--- src/design/pxr_pkg.sv ---
// Shared constants for the cascaded pixel serial receiver.
`default_nettype none
package pxr_pkg;
  // Reference clock rate and period.
  localparam int CLK_HZ = 200_000_000;
  localparam int CLK_PERIOD_NS = 5;
  // Regenerated pulse widths, chosen inside the legal code windows.
  localparam int ZERO_HI_NS = 350;
  localparam int ONE_HI_NS = 800;
  localparam int BIT_NS = 1100;
  // Decision point between a short and a long high pulse.
  localparam int SPLIT_NS = 615;
  // Low time that marks the end of a frame.
  localparam int GAP_US = 300;
  // Brightness modulation rate and number of grey levels.
  localparam int PWM_HZ = 2000;
  localparam int LEVELS = 256;
  // Derived cycle counts; pulse, bit and gap times round up, modulation counts round down.
  localparam int ZERO_HI_CYC = (ZERO_HI_NS + CLK_PERIOD_NS - 1) / CLK_PERIOD_NS;
  localparam int ONE_HI_CYC = (ONE_HI_NS + CLK_PERIOD_NS - 1) / CLK_PERIOD_NS;
  localparam int BIT_CYC = (BIT_NS + CLK_PERIOD_NS - 1) / CLK_PERIOD_NS;
  localparam int SPLIT_CYC = (SPLIT_NS + CLK_PERIOD_NS - 1) / CLK_PERIOD_NS;
  localparam int GAP_CYC = (GAP_US * 1000 + CLK_PERIOD_NS - 1) / CLK_PERIOD_NS;
  localparam int PWM_PERIOD_CYC = CLK_HZ / PWM_HZ;
  localparam int PWM_STEP_CYC = PWM_PERIOD_CYC / LEVELS;
  // Colour word layout: green, red, blue, most significant bit first.
  localparam int WORD_BITS = 24;
  localparam int GRN_LSB = 16;
  localparam int RED_LSB = 8;
  localparam int BLU_LSB = 0;
  localparam logic [7:0] COLOUR_RST = 8'h00;
  // Bits of the failed neighbour skipped when running from the backup line.
  localparam int BKP_SKIP_BITS = 24;
  // Backup bits seen while the primary line is quiet before switching over.
  localparam int BKP_SWITCH_BITS = 32;
  // Forwarding buffer shape.
  localparam int FIFO_DEPTH = 32;
  localparam int FIFO_WIDTH = 1;
  // Line indices of the two receive paths.
  localparam int LINE_PRI = 0;
  localparam int LINE_BKP = 1;
  // Transmit states of the regenerator.
  typedef enum logic [1:0] {
    PXR_TX_IDLE,
    PXR_TX_HIGH,
    PXR_TX_LOW
  } pxr_tx_state_t;
endpackage
`default_nettype wire

--- src/design/pxr_receiver.sv ---
// Pixel receiver: decodes the chain, keeps its colour word, forwards the rest.
`default_nettype none
// Operation
// - Accept primary line data after reset
// - Keep first 24 bits after gap, the next 24 on backup
// - Regenerate and forward every later bit the buffer has room for
// - Forwarded stream is 24 bits shorter, 48 on backup
// - Word order green, red, blue, MSB first
// - 256 grey levels per colour channel
// - Only 300 us low resets frame
// - Watch backup line against primary line
// - Switch to backup when primary silent
// - Backup choice sticks until reset
// - Brightness modulation refreshes at 2 kHz
module pxr_receiver import pxr_pkg::*; #(
  parameter int GAP_CYCLES = GAP_CYC,
  parameter int PWM_STEP = PWM_STEP_CYC,
  parameter int BUF_DEPTH = FIFO_DEPTH,
  parameter int SWITCH_BITS = BKP_SWITCH_BITS
) (
  // Clock and reset.
  input wire logic i_ref_clk,
  input wire logic i_rst_n,
  // Serial inputs from upstream.
  input wire logic i_din,
  input wire logic i_backup_serial_input,
  // Regenerated serial output downstream.
  output logic o_dout,
  // Channel drive enables.
  output logic o_led_g,
  output logic o_led_r,
  output logic o_led_b,
  // Displayed grey levels.
  output logic [7:0] o_grn,
  output logic [7:0] o_red,
  output logic [7:0] o_blu,
  // Line supervision.
  output logic o_backup_active,
  output logic o_primary_quiet
);
  localparam int CW = $clog2(GAP_CYCLES + 1);
  localparam logic [CW-1:0] CNT_MAX = CW'(GAP_CYCLES);
  localparam logic [CW-1:0] SPLIT = CW'(SPLIT_CYC);
  localparam logic [5:0] OWN_END = 6'(WORD_BITS);
  localparam logic [5:0] SKIP = 6'(BKP_SKIP_BITS);
  localparam int SW = $clog2(SWITCH_BITS + 1);
  localparam int PW = $clog2(PWM_STEP + 1);
  localparam int CHK_ZH1 = ZERO_HI_CYC - 1;
  localparam int CHK_OH1 = ONE_HI_CYC - 1;

  // Refuse settings that the decoder or the dividers cannot serve.
  if (GAP_CYCLES <= 2 * BIT_CYC || PWM_STEP < 1 || SWITCH_BITS < 1) begin : g_bad_param
    $error("pxr_receiver parameters out of range");
  end

  // ---- Line decoders, one per input ----
  logic line_in [2];  // Raw line levels.
  logic prev_reg [2], prev_next [2];  // Level one cycle ago.
  logic [CW-1:0] hi_reg [2], hi_next [2];  // Length of current high pulse.
  logic [CW-1:0] lo_reg [2], lo_next [2];  // Length of current low time.
  logic bit_stb [2];  // A bit ends on the falling edge.
  logic bit_val [2];  // Decoded value of that bit.
  logic gap_stb [2];  // Low time just reached the frame gap.
  logic rise_stb [2];  // Line went high.

  assign line_in[LINE_PRI] = i_din;
  assign line_in[LINE_BKP] = i_backup_serial_input;

  for (genvar k = 0; k < 2; k++) begin : g_dec
    // Measure the high pulse and the low time of each line.
    always_comb begin
      prev_next[k] = line_in[k];
      hi_next[k] = hi_reg[k];
      lo_next[k] = lo_reg[k];
      if (line_in[k]) begin
        lo_next[k] = '0;
        if (!prev_reg[k]) begin
          hi_next[k] = CW'(1);
        end else if (hi_reg[k] != CNT_MAX) begin
          hi_next[k] = hi_reg[k] + 1'b1;
        end
      end else if (lo_reg[k] != CNT_MAX) begin
        lo_next[k] = lo_reg[k] + 1'b1;
      end
    end
    assign rise_stb[k] = line_in[k] && !prev_reg[k];
    assign bit_stb[k] = !line_in[k] && prev_reg[k];
    // A long high pulse is a one, a short one is a zero.
    assign bit_val[k] = (hi_reg[k] >= SPLIT);
    // Only a full gap counts; shorter pauses leave the frame running.
    assign gap_stb[k] = !line_in[k] && (lo_reg[k] == CNT_MAX - 1'b1);
    // Low-time counters start saturated so a quiet line at power-up gives no gap.
    always_ff @(posedge i_ref_clk or negedge i_rst_n) begin
      if (!i_rst_n) begin
        prev_reg[k] <= 1'b0;
        hi_reg[k] <= '0;
        lo_reg[k] <= CNT_MAX;
      end else begin
        prev_reg[k] <= prev_next[k];
        hi_reg[k] <= hi_next[k];
        lo_reg[k] <= lo_next[k];
      end
    end
  end

  // ---- Line supervision ----
  logic use_bkp_reg, use_bkp_next;  // Backup line is the source.
  logic quiet_reg, quiet_next;  // Primary line silent since its last gap.
  logic [SW-1:0] bkp_bits_reg, bkp_bits_next;  // Backup bits seen while quiet.

  // Count backup activity while the primary stays silent, then switch.
  always_comb begin
    use_bkp_next = use_bkp_reg;
    quiet_next = quiet_reg;
    bkp_bits_next = bkp_bits_reg;
    if (rise_stb[LINE_PRI]) begin
      quiet_next = 1'b0;
      bkp_bits_next = '0;
    end else if (gap_stb[LINE_PRI]) begin
      quiet_next = 1'b1;
    end
    if (quiet_reg && !rise_stb[LINE_PRI] && bit_stb[LINE_BKP] &&
        bkp_bits_reg != SW'(SWITCH_BITS)) begin
      bkp_bits_next = bkp_bits_reg + 1'b1;
    end
    if (bkp_bits_reg == SW'(SWITCH_BITS)) begin
      use_bkp_next = 1'b1;
    end
  end

  // Nothing but reset clears the backup choice.
  always_ff @(posedge i_ref_clk or negedge i_rst_n) begin
    if (!i_rst_n) begin
      use_bkp_reg <= 1'b0;
      quiet_reg <= 1'b1;
      bkp_bits_reg <= '0;
    end else begin
      use_bkp_reg <= use_bkp_next;
      quiet_reg <= quiet_next;
      bkp_bits_reg <= bkp_bits_next;
    end
  end

  assign o_backup_active = use_bkp_reg;
  assign o_primary_quiet = quiet_reg;

  // ---- Word capture and forwarding ----
  logic s_bit, s_val, s_gap;  // Events of the selected line.
  logic [5:0] own_start;  // Bits skipped before the own word.
  logic [5:0] bcnt_reg, bcnt_next;  // Bits received in this frame, up to the end of the own word.
  logic [WORD_BITS-1:0] shadow_reg, shadow_next;  // Word being received.
  logic [7:0] grn_reg, grn_next, red_reg, red_next, blu_reg, blu_next;
  logic fwd_phase;  // Own word complete, later bits go downstream.
  logic wr_ready;  // Buffer accepts a bit.
  logic fwd_push;  // Bit handed to the buffer.

  assign s_bit = use_bkp_reg ? bit_stb[LINE_BKP] : bit_stb[LINE_PRI];
  assign s_val = use_bkp_reg ? bit_val[LINE_BKP] : bit_val[LINE_PRI];
  assign s_gap = use_bkp_reg ? gap_stb[LINE_BKP] : gap_stb[LINE_PRI];
  // On the backup line the dead neighbour's word arrives first.
  assign own_start = use_bkp_reg ? SKIP : 6'h00;
  assign fwd_phase = (bcnt_reg == own_start + OWN_END);
  assign fwd_push = s_bit && fwd_phase && wr_ready;

  // Shift in the own word, latch it on a gap, count bits.
  always_comb begin
    bcnt_next = bcnt_reg;
    shadow_next = shadow_reg;
    grn_next = grn_reg;
    red_next = red_reg;
    blu_next = blu_reg;
    if (s_gap) begin
      grn_next = shadow_reg[GRN_LSB +: 8];
      red_next = shadow_reg[RED_LSB +: 8];
      blu_next = shadow_reg[BLU_LSB +: 8];
      bcnt_next = '0;
    end else if (s_bit && !fwd_phase) begin
      bcnt_next = bcnt_reg + 1'b1;
      if (bcnt_reg >= own_start) begin
        shadow_next = {shadow_reg[WORD_BITS-2:0], s_val};
      end
    end
  end

  // Word state registers.
  always_ff @(posedge i_ref_clk or negedge i_rst_n) begin
    if (!i_rst_n) begin
      bcnt_reg <= '0;
      shadow_reg <= '0;
      grn_reg <= COLOUR_RST;
      red_reg <= COLOUR_RST;
      blu_reg <= COLOUR_RST;
    end else begin
      bcnt_reg <= bcnt_next;
      shadow_reg <= shadow_next;
      grn_reg <= grn_next;
      red_reg <= red_next;
      blu_reg <= blu_next;
    end
  end

  assign o_grn = grn_reg;
  assign o_red = red_reg;
  assign o_blu = blu_reg;

  // Buffer between the decoded stream and the regenerator.
  logic rd_valid, rd_ready;
  logic [FIFO_WIDTH-1:0] rd_data;
  pxr_fifo #(.WIDTH(FIFO_WIDTH), .DEPTH(BUF_DEPTH)) u_fwd_fifo (
    .i_ref_clk(i_ref_clk),
    .i_rst_n(i_rst_n),
    .i_wr_valid(s_bit && fwd_phase),
    .o_wr_ready(wr_ready),
    .i_wr_data(FIFO_WIDTH'(s_val)),
    .o_rd_valid(rd_valid),
    .i_rd_ready(rd_ready),
    .o_rd_data(rd_data)
  );

  // ---- Regenerator ----
  pxr_tx_state_t tx_state_reg, tx_state_next;
  logic [7:0] tx_cnt_reg, tx_cnt_next;  // Cycles into the current bit.
  logic tx_bit_reg, tx_bit_next;  // Bit being sent.
  logic dout_reg, dout_next;  // Registered line level.

  assign rd_ready = (tx_state_reg == PXR_TX_IDLE);

  // Send each buffered bit with fixed high and total widths.
  always_comb begin
    tx_state_next = tx_state_reg;
    tx_cnt_next = tx_cnt_reg + 1'b1;
    tx_bit_next = tx_bit_reg;
    unique case (tx_state_reg)
      PXR_TX_IDLE: begin
        tx_cnt_next = '0;
        if (rd_valid) begin
          tx_bit_next = rd_data[0];
          tx_state_next = PXR_TX_HIGH;
        end
      end
      PXR_TX_HIGH: begin
        if (tx_cnt_reg == (tx_bit_reg ? 8'(ONE_HI_CYC - 1) : 8'(ZERO_HI_CYC - 1))) begin
          tx_state_next = PXR_TX_LOW;
        end
      end
      PXR_TX_LOW: begin
        if (tx_cnt_reg == 8'(BIT_CYC - 1)) begin
          tx_state_next = PXR_TX_IDLE;
        end
      end
    endcase
    dout_next = (tx_state_next == PXR_TX_HIGH);
  end

  // Regenerator registers.
  always_ff @(posedge i_ref_clk or negedge i_rst_n) begin
    if (!i_rst_n) begin
      tx_state_reg <= PXR_TX_IDLE;
      tx_cnt_reg <= '0;
      tx_bit_reg <= 1'b0;
      dout_reg <= 1'b0;
    end else begin
      tx_state_reg <= tx_state_next;
      tx_cnt_reg <= tx_cnt_next;
      tx_bit_reg <= tx_bit_next;
      dout_reg <= dout_next;
    end
  end

  assign o_dout = dout_reg;

  // ---- Brightness modulation ----
  logic [PW-1:0] step_reg, step_next;  // Divider toward one grey step.
  logic [7:0] level_reg, level_next;  // Ramp over the 256 levels.
  logic step_stb;  // One-cycle enable per grey step.
  logic led_g_reg, led_g_next, led_r_reg, led_r_next, led_b_reg, led_b_next;

  assign step_stb = (step_reg == PW'(PWM_STEP - 1));

  // A full ramp of 256 steps sets the refresh period.
  always_comb begin
    step_next = step_stb ? '0 : step_reg + 1'b1;
    level_next = step_stb ? level_reg + 1'b1 : level_reg;
    led_g_next = (level_reg < grn_reg);
    led_r_next = (level_reg < red_reg);
    led_b_next = (level_reg < blu_reg);
  end

  // Modulation registers.
  always_ff @(posedge i_ref_clk or negedge i_rst_n) begin
    if (!i_rst_n) begin
      step_reg <= '0;
      level_reg <= 8'h00;
      led_g_reg <= 1'b0;
      led_r_reg <= 1'b0;
      led_b_reg <= 1'b0;
    end else begin
      step_reg <= step_next;
      level_reg <= level_next;
      led_g_reg <= led_g_next;
      led_r_reg <= led_r_next;
      led_b_reg <= led_b_next;
    end
  end

  assign o_led_g = led_g_reg;
  assign o_led_r = led_r_reg;
  assign o_led_b = led_b_reg;
endmodule
`default_nettype wire

--- src/design/pxr_fifo.sv ---
// Small first-in first-out buffer with a registered read port.
`default_nettype none
module pxr_fifo #(
  parameter int WIDTH = 1,
  parameter int DEPTH = 32
) (
  // Clock and reset.
  input wire logic i_ref_clk,
  input wire logic i_rst_n,
  // Write side.
  input wire logic i_wr_valid,
  output logic o_wr_ready,
  input wire logic [WIDTH-1:0] i_wr_data,
  // Read side.
  output logic o_rd_valid,
  input wire logic i_rd_ready,
  output logic [WIDTH-1:0] o_rd_data
);
  localparam int AW = $clog2(DEPTH);

  // Refuse shapes that the pointer arithmetic cannot serve.
  if (DEPTH < 2 || (1 << AW) != DEPTH || WIDTH < 1) begin : g_bad_shape
    $error("pxr_fifo needs a power-of-two depth of at least 2");
  end

  logic [WIDTH-1:0] mem [DEPTH];  // Storage array.
  logic [AW-1:0] wptr_reg, wptr_next;  // Write pointer.
  logic [AW-1:0] rptr_reg, rptr_next;  // Read pointer.
  logic [AW:0] count_reg, count_next;  // Words held in the array.
  logic rd_valid_reg, rd_valid_next;  // Output register holds a word.
  logic [WIDTH-1:0] rd_data_reg, rd_data_next;  // Output register.
  logic push;  // A word enters the array.
  logic pop;  // A word moves to the output register.

  assign o_wr_ready = (count_reg != (AW + 1)'(DEPTH));
  assign push = i_wr_valid && o_wr_ready;
  assign pop = (count_reg != '0) && (!rd_valid_reg || i_rd_ready);
  assign o_rd_valid = rd_valid_reg;
  assign o_rd_data = rd_data_reg;

  // Next pointers, fill level and output stage.
  always_comb begin
    wptr_next = push ? wptr_reg + 1'b1 : wptr_reg;
    rptr_next = pop ? rptr_reg + 1'b1 : rptr_reg;
    count_next = count_reg + (AW + 1)'(push) - (AW + 1)'(pop);
    rd_data_next = pop ? mem[rptr_reg] : rd_data_reg;
    if (pop) begin
      rd_valid_next = 1'b1;
    end else if (i_rd_ready) begin
      rd_valid_next = 1'b0;
    end else begin
      rd_valid_next = rd_valid_reg;
    end
  end

  // Storage is written without reset; only its pointers, count and output register need one.
  always_ff @(posedge i_ref_clk) begin
    if (push) begin
      mem[wptr_reg] <= i_wr_data;
    end
  end

  // Control and output registers.
  always_ff @(posedge i_ref_clk or negedge i_rst_n) begin
    if (!i_rst_n) begin
      wptr_reg <= '0;
      rptr_reg <= '0;
      count_reg <= '0;
      rd_valid_reg <= 1'b0;
      rd_data_reg <= '0;
    end else begin
      wptr_reg <= wptr_next;
      rptr_reg <= rptr_next;
      count_reg <= count_next;
      rd_valid_reg <= rd_valid_next;
      rd_data_reg <= rd_data_next;
    end
  end
endmodule
`default_nettype wire

--- config.mk ---
export PLATFORM = sky130hd
export DESIGN_NAME = pxr_receiver
export DESIGN_NICKNAME = d
export VERILOG_FILES = /design/src/design/pxr_pkg.sv /design/src/design/pxr_receiver.sv /design/src/design/pxr_fifo.sv
export SDC_FILE = /design/constraint.sdc
export NUM_CORES = 1
export LEC_CHECK = 0
export BUFFER_PORTS_ARGS = -buffer_cell sky130_fd_sc_hd__buf_4
export CAP_MARGIN = 20
export CORE_ASPECT_RATIO = 1.2
export CORE_MARGIN = 8
export CORE_UTILIZATION = 45
export DETAILED_ROUTE_END_ITERATION = 8
export PLACE_DENSITY = 0.65
export SLEW_MARGIN = 20
export SYNTH_ARGS = -nofsm -noshare
export SYNTH_HDL_FRONTEND = slang
export SYNTH_HIERARCHICAL = 1
export SYNTH_SLANG_ARGS = --single-unit
--- constraint.sdc ---
create_clock -name i_ref_clk -period 9.6 [get_ports i_ref_clk]
set_clock_uncertainty 0.1 [all_clocks]
set_input_delay 0.48 -clock i_ref_clk [delete_from_list [all_inputs] [get_ports i_ref_clk]]
set_output_delay 0.48 -clock i_ref_clk [all_outputs]
set_load 0.05 [all_outputs]
# Yosys cells after proc, flatten, opt, wreduce, memory -nomap -nowiden
# Memories as Yosys holds them, arrays and structs flattened. A register that Yosys moved wholly into a read port is not among the register bits.
# Index checks and enable logic that the tools add are counted.
dict set report word_totals {
  register_bits 177
  ram_bits 32
  out_inout_bits 30
  mem_count 1
}
dict set report classes {
  addsub 14
  n_lt_le_gt_ge 6
  n_eq_ne 18
  muxes 29
  bitwise_logic 1
  n_reduce_logical 32
}
# name words width read_ports rd_clocked_by_memory_dff wr line
set mem_list {}
lappend mem_list {u_fwd_fifo.mem 32 1 1 1 1 pxr_fifo.sv:26} ;# logic [WIDTH-1:0] mem [DEPTH];
# op count
set ops {}
lappend ops {{two-way mux 16 bit} 8}
lappend ops {{adder 16 x 1 -> 16 bit (second input constant)} 4}
lappend ops {{!= test 16 bit (second input constant)} 4}
lappend ops {{== test 16 bit (second input constant)} 2}
lappend ops {{>= comparator 16 x 7 -> 1 bit (second input constant)} 2}
lappend ops {{less-than comparator 8 bit} 3}
lappend ops {{two-way mux 6 bit} 4}
lappend ops {{adder 8 x 1 -> 8 bit (second input constant)} 2}
lappend ops {{two-way mux 8 bit} 2}
lappend ops {{adder 6 x 1 -> 6 bit (second input constant)} 2}
lappend ops {{logical AND 1 bit} 12}
lappend ops {{!= test 6 bit (second input constant)} 2}
lappend ops {{nonzero test 2 bit} 6}
lappend ops {{adder 5 x 1 -> 5 bit (second input constant)} 2}
lappend ops {{adder 9 x 1 -> 9 bit (second input constant)} 1}
lappend ops {{== test 9 bit (second input constant)} 1}
lappend ops {{two-way mux 1 bit} 9}
lappend ops {{two-way mux 9 bit} 1}
lappend ops {{== test 8 bit} 1}
lappend ops {{== test 8 bit (second input constant)} 1}
lappend ops {{logical NOT 1 bit} 7}
lappend ops {{adder 5 x 5 -> 6 bit (second input constant)} 1}
lappend ops {{adder 6 x 1 -> 6 bit} 1}
lappend ops {{== test 6 bit} 1}
lappend ops {{15 further kinds} 21}

# Depth between registers and ports, before layout
dict set report logic_depth {
  word_depth 7
  depth_mapped 17
  mapped_depth_nobuf 16
}

# Hierarchy
# Netlist, hierarchy kept.
# mod n_inst cells_each area_per_inst_um2 seq_area_each_um2
set by_module_without_submodules {}
lappend by_module_without_submodules {pxr_receiver 1 787 8085.3 4022.6}
lappend by_module_without_submodules {pxr_fifo 1 203 2509.9 1411.4}

# Worst setup path after synthesis
# Ideal clock, no wire load.
dict set report synth_path {
  path_kind {reg-to-reg}
  start {register use_bkp_reg (netlist: o_backup_active)}
  end {register u_fwd_fifo.count_reg[5]}
  setup_time_ns 0.140
  arrival_time_ns 3.448
  required_ns 9.360
  slack_ns 5.912
  stages_incl_launch_ff 15
  n_path_buf 1
  path_cell_list {dfrtp_1 -> ha_1 -> nor4bb_1 -> nand2_1 -> a21oi_1 -> and2_1 -> clkbuf_1 -> inv_1 -> ha_1 -> inv_1 -> ha_1 -> a21o_1 -> a21o_1 -> a2111oi_0 -> a311oi_1}
}
dict set report synth_via {
  elab_chain_cells 7
  elab_cells_between_ends 8
  classes_between {3 x add/sub; 1 x eq/ne; 2 x mux; 2 x reduce/logical}
}
# item line
set synth_rtl {}
lappend synth_rtl {{start: declaration} pxr_receiver.sv:107} ;# logic use_bkp_reg, use_bkp_next;
lappend synth_rtl {{start signal: assignment} pxr_receiver.sv:138} ;# use_bkp_reg <= use_bkp_next;
lappend synth_rtl {{two-way mux 5 bit} pxr_receiver.sv:161} ;# assign own_start = use_bkp_reg ? SKIP : 6'h00;
lappend synth_rtl {{adder 5 x 5 -> 6 bit} pxr_receiver.sv:162} ;# assign fwd_phase = (bcnt_reg == own_start + OWN_END);
lappend synth_rtl {{== test 6 bit} pxr_receiver.sv:162}
lappend synth_rtl {{logical AND 1 bit *} pxr_receiver.sv:212} ;# .i_wr_valid(s_bit && fwd_phase),
lappend synth_rtl {{logical AND 1 bit *} pxr_fifo.sv:36} ;# assign push = i_wr_valid && o_wr_ready;
lappend synth_rtl {{adder 6 x 1 -> 6 bit *} pxr_fifo.sv:45} ;# count_next = count_reg + (AW + 1)'(push) - (AW + 1)'(pop);
lappend synth_rtl {{subtractor 6 x 1 -> 6 bit *} pxr_fifo.sv:45}
lappend synth_rtl {{via u_fwd_fifo.count_next[5]} pxr_fifo.sv:29} ;# logic [AW:0] count_reg, count_next;
lappend synth_rtl {{end signal: assignment} pxr_fifo.sv:74} ;# count_reg <= count_next;
lappend synth_rtl {{end: declaration} pxr_fifo.sv:29}
# Mark *: on every way through the listed nets, which the timed path passes. The rest lies on a longest branch.
# A chain may end at the register's enable or synchronous reset.

# Worst setup path in the final report
# Ends and elaborated chain as after synthesis.

==> results.md <==
Clock tree:
- Buffers added to address setup during post-CTS repair amount to 0.
- In this run the number of H-tree levels came out at 1.
- The number of hold-repair buffers added at the cts stage is 0.
- The count of cells resized by post-cts repair is 0.
- The CTS clock-pin slew for the worst setup and hold paths is 0.06 ns.
- At the later pin of the worst-skew pair, clock insertion delay measures 0.51 ns.
- The longest clock path from root to sink contains 3 buffers.
- The number of sinks on the clock net is 210.
- Buffers inserted during clock tree synthesis total 24.
- The tree is rooted in a sky130_fd_sc_hd__clkbuf_16.
- The TritonCTS clock tree is yes.

Placed design:
- The global placement routability congestion is 0.800.
- Summed over all nets, the half-perimeter wirelength after detailed placement is 13.3 mm.
- The quantity of I/O buffers inserted on ports is 33.

Logic synthesis:
- During synthesis, Yosys emitted a total of 6 warnings.
- After synthesis the netlist holds a flip-flop and latch count of 210.
- The most used flip-flop cell after synthesis is sky130_fd_sc_hd__dfrtp_1.
- Of the synthesized area, sequential elements account for 51.3%.
- The mean post-synth cell area is 10.7 um^2.
- The instance count of the mapped netlist is 990.
- After synthesis, the share of flip-flops with an asynchronous set or reset is 84.8%.
- The area of the mapped netlist is 10600 um^2.
- The post-synthesis net count is 1051.
- The number of different library cells used by synthesis comes to 67.
- The number of flops mapped to enable cells by yosys is 32.

Power:
- The clock network accounts for 40.2% of the total power.
- The combinational cell fraction of total power is 12.4%.
- For this design the total switching power over the nets is 0.538 mW.
- IR analysis of the VDD net gives a maximum drop of 0.000105 V.
- The total power divided by cell area is 181 nW/um^2.
- The analysis attributes to cell leakage a power of 5.28 nW.
- The internal power consumption is 1.61 mW.
- The switching fraction of total power is 25.0%.
- The sequential power share is 47.4%.

Floorplan:
- The initialized floorplan defines 61 standard-cell rows.
- The vertical die dimension is 184 um.
- The die footprint is 28700 um^2.
- The area inside the core boundary is 23100 um^2.
- The die is 156 um wide.
- During I/O placement, the number of pins put on the boundary was 34.
- The initial core utilization is 45.8%.

STA:
- After layout, the minimum clock period comes to 3.67 ns.
- The worst path uses 38.3% of the clock period.
- Setup violations remaining at the end of the flow were counted as 0.
- Setup repair after global routing left no endpoint under its margin.
- The number of max-slew violations in the final report is 0.
- Across all hold checks on the routed design, the worst slack comes to -0.0307 ns.
- The setup total negative slack is 0 ns.
- The final hold violation count is 9.
- The worst slew slack as a fraction of its limit is 39.0%.
- Timing would allow up to 0.272 GHz.
- At the pin with the least slew margin, the transition time is 0.914 ns.

Routing:
- After detailed routing, the number of remaining DRC violations is 0.
- The first detailed-routing pass ran for 4 iterations.
- For this block, the routed nets add up to 19.9 mm of wire.
- The number of violations reported at the end of detailed-routing iteration 0 is 301.
- The count of nets left with antenna violations once routing finished came out at 0.
- In the routed layout, each cell is associated on average with a via count of 5.21.
- The average wire per cell in the routed design is 14.7 um.
- The vias after detailed routing is 7069.

Layout:
- The net count of the finished layout is 1085.
- The most frequent standard cell in the layout excluding fill and tap cells is sky130_fd_sc_hd__dfrtp_1.
- 0 antenna diodes ended up in the layout.
- Of the cells placed in the final design, the portion with a size suffix greater than 1 is 11.8%.
- Leaving out fill and tap cells, the most frequent cells in the layout are sky130_fd_sc_hd__dfrtp_1, sky130_fd_sc_hd__nor2_1, sky130_fd_sc_hd__nand2_1.
- The synthesis-to-layout area growth is 12.3%.

Setup path:
- On the worst path, the slowest cell contributes a delay of 0.54 ns.
- Data arrives at the worst endpoint at 3.95 ns.
- The worst setup path is captured at a flop.
- The data required time at the worst endpoint is 9.88 ns.
- The largest individual stage delay along the critical path comes from the cell sky130_fd_sc_hd__nor4bb_1.
- The startpoint type of the worst setup path is a flop.
- The largest driver fanout on the critical path is 8.
- The critical path's most frequent cell is sky130_fd_sc_hd__ha_1.
- The critical path is of the flop to flop type.
- Walking the worst path, the cells encountered are ha_1 > nor4bb_1 > nand2_1 > a21oi_1 > and2_1 > inv_1 > ha_1 > inv_1 > ha_1 > a21o_1 > a21o_1 > a2111oi_0 > a311oi_1.

Outcome:
- The checks that failed: hold timing.
- The flow ran to the end, but the final reports show violations.

Global route:
- The total overflow left after global routing is 0.
- The initial antenna violation count is 0.
- The overall fraction of global-route tracks in use is 14.3%.
- Entering global routing, the biggest net connects 102 pins.
- The first global-routing pass estimated 34.7 mm of wire.
- The via count of the first global-routing pass came to 7301.

Run:
- The number of max-cap violations is 0.

Worst hold path:
- The min-delay analysis places its worst path in the category input port to async pin.
layer usage:
metal,vias up,track usage [%],part of all wire [%]
li1,3508,-,-
met1,3472,17.6,45
met5,-,0,0
met2,64,25.4,50
met4,0,3.77,1.9
met3,25,2.37,2.9
synthesized netlist by cell type (all sizes together) (14+ instances only):
master | number | share of area [%]
dfrtp | 163 | 38
edfxtp | 32 | 9.1
mux2 | 36 | 4.6
inv | 72 | 2.6
a21oi | 21 | 1.0
nand4 | 20 | 1.2
nand3 | 39 | 1.8
xor2 | 36 | 3.0
xnor2 | 45 | 3.7
ha | 56 | 6.6
nor2 | 121 | 4.3
nor4 | 14 | 0.89
o21ai | 49 | 2.3
dfstp | 15 | 3.7
clkbuf | 23 | 0.81
nand2 | 84 | 3.0
layout make-up:
cell class / instances / area [um^2]
Inverter: 72 / 270
Multi-Input combinational cell: 677 / 4740
Fill cell: 2088 / 11200
Tap cell: 315 / 394
Timing Repair Buffer: 39 / 300
Sequential cell: 210 / 5430
Clock buffer: 43 / 753
stage by stage:
step	power, mW	util [%]	std cells	setup slack [ns]	area (um^2)
2_1_floorplan	1.23	-	990	5.91	10600
3_3_place_gp	1.29	48.1	1313	6.10	11100
3_5_place_dp	1.30	48.1	1313	5.91	11100
4_1_cts	2.18	51.4	1356	5.87	11900
5_1_grt	2.26	51.4	1356	5.57	11900
6_report	2.15	51.4	1356	5.93	11900
worst max-delay path: cells and delay by family (launching register included):
kind	cells	cell delay, ns
fa+ha+maj	3	0.79
simple gates	3	0.98
compound gates	5	1.12
buf+inv	2	0.11
flops	1	0.44
final timing paths:
kind                                 start  slack [ns]                       to  cells past startpoint
max reg2reg                o_backup_active        5.93  u_fwd_fifo/count_reg[5]                     13
max                        o_backup_active        5.93  u_fwd_fifo/count_reg[5]                     13
max in group asynchronous          i_rst_n        8.17            shadow_reg[3]                      2
min reg2reg                  tx_cnt_reg[0]        0.39            tx_cnt_reg[0]                      1
min                                i_rst_n       -0.03                 o_red[6]                      1
min in group i_ref_clk               i_din        0.15              prev_reg[1]                      1
power groups by stage:
stage,Sequential (mW),Combinational (mW),Clock [mW]
3_3_place_gp,1.03,0.259,0
5_1_grt,1.03,0.306,0.928
2_1_floorplan,1.01,0.221,0
4_1_cts,1.02,0.271,0.891
3_5_place_dp,1.03,0.268,0
6_report,1.02,0.267,0.865
kinds of logic after synthesis:
family          share of synthesized area (%)
fa+ha+maj                                6.80
simple gates                             17.9
buf+inv                                  4.06
compound gates                           7.05
flops                                    51.3
mux                                      6.22
xor+xnor                                 6.70
Power figures use the tool's default switching activity.
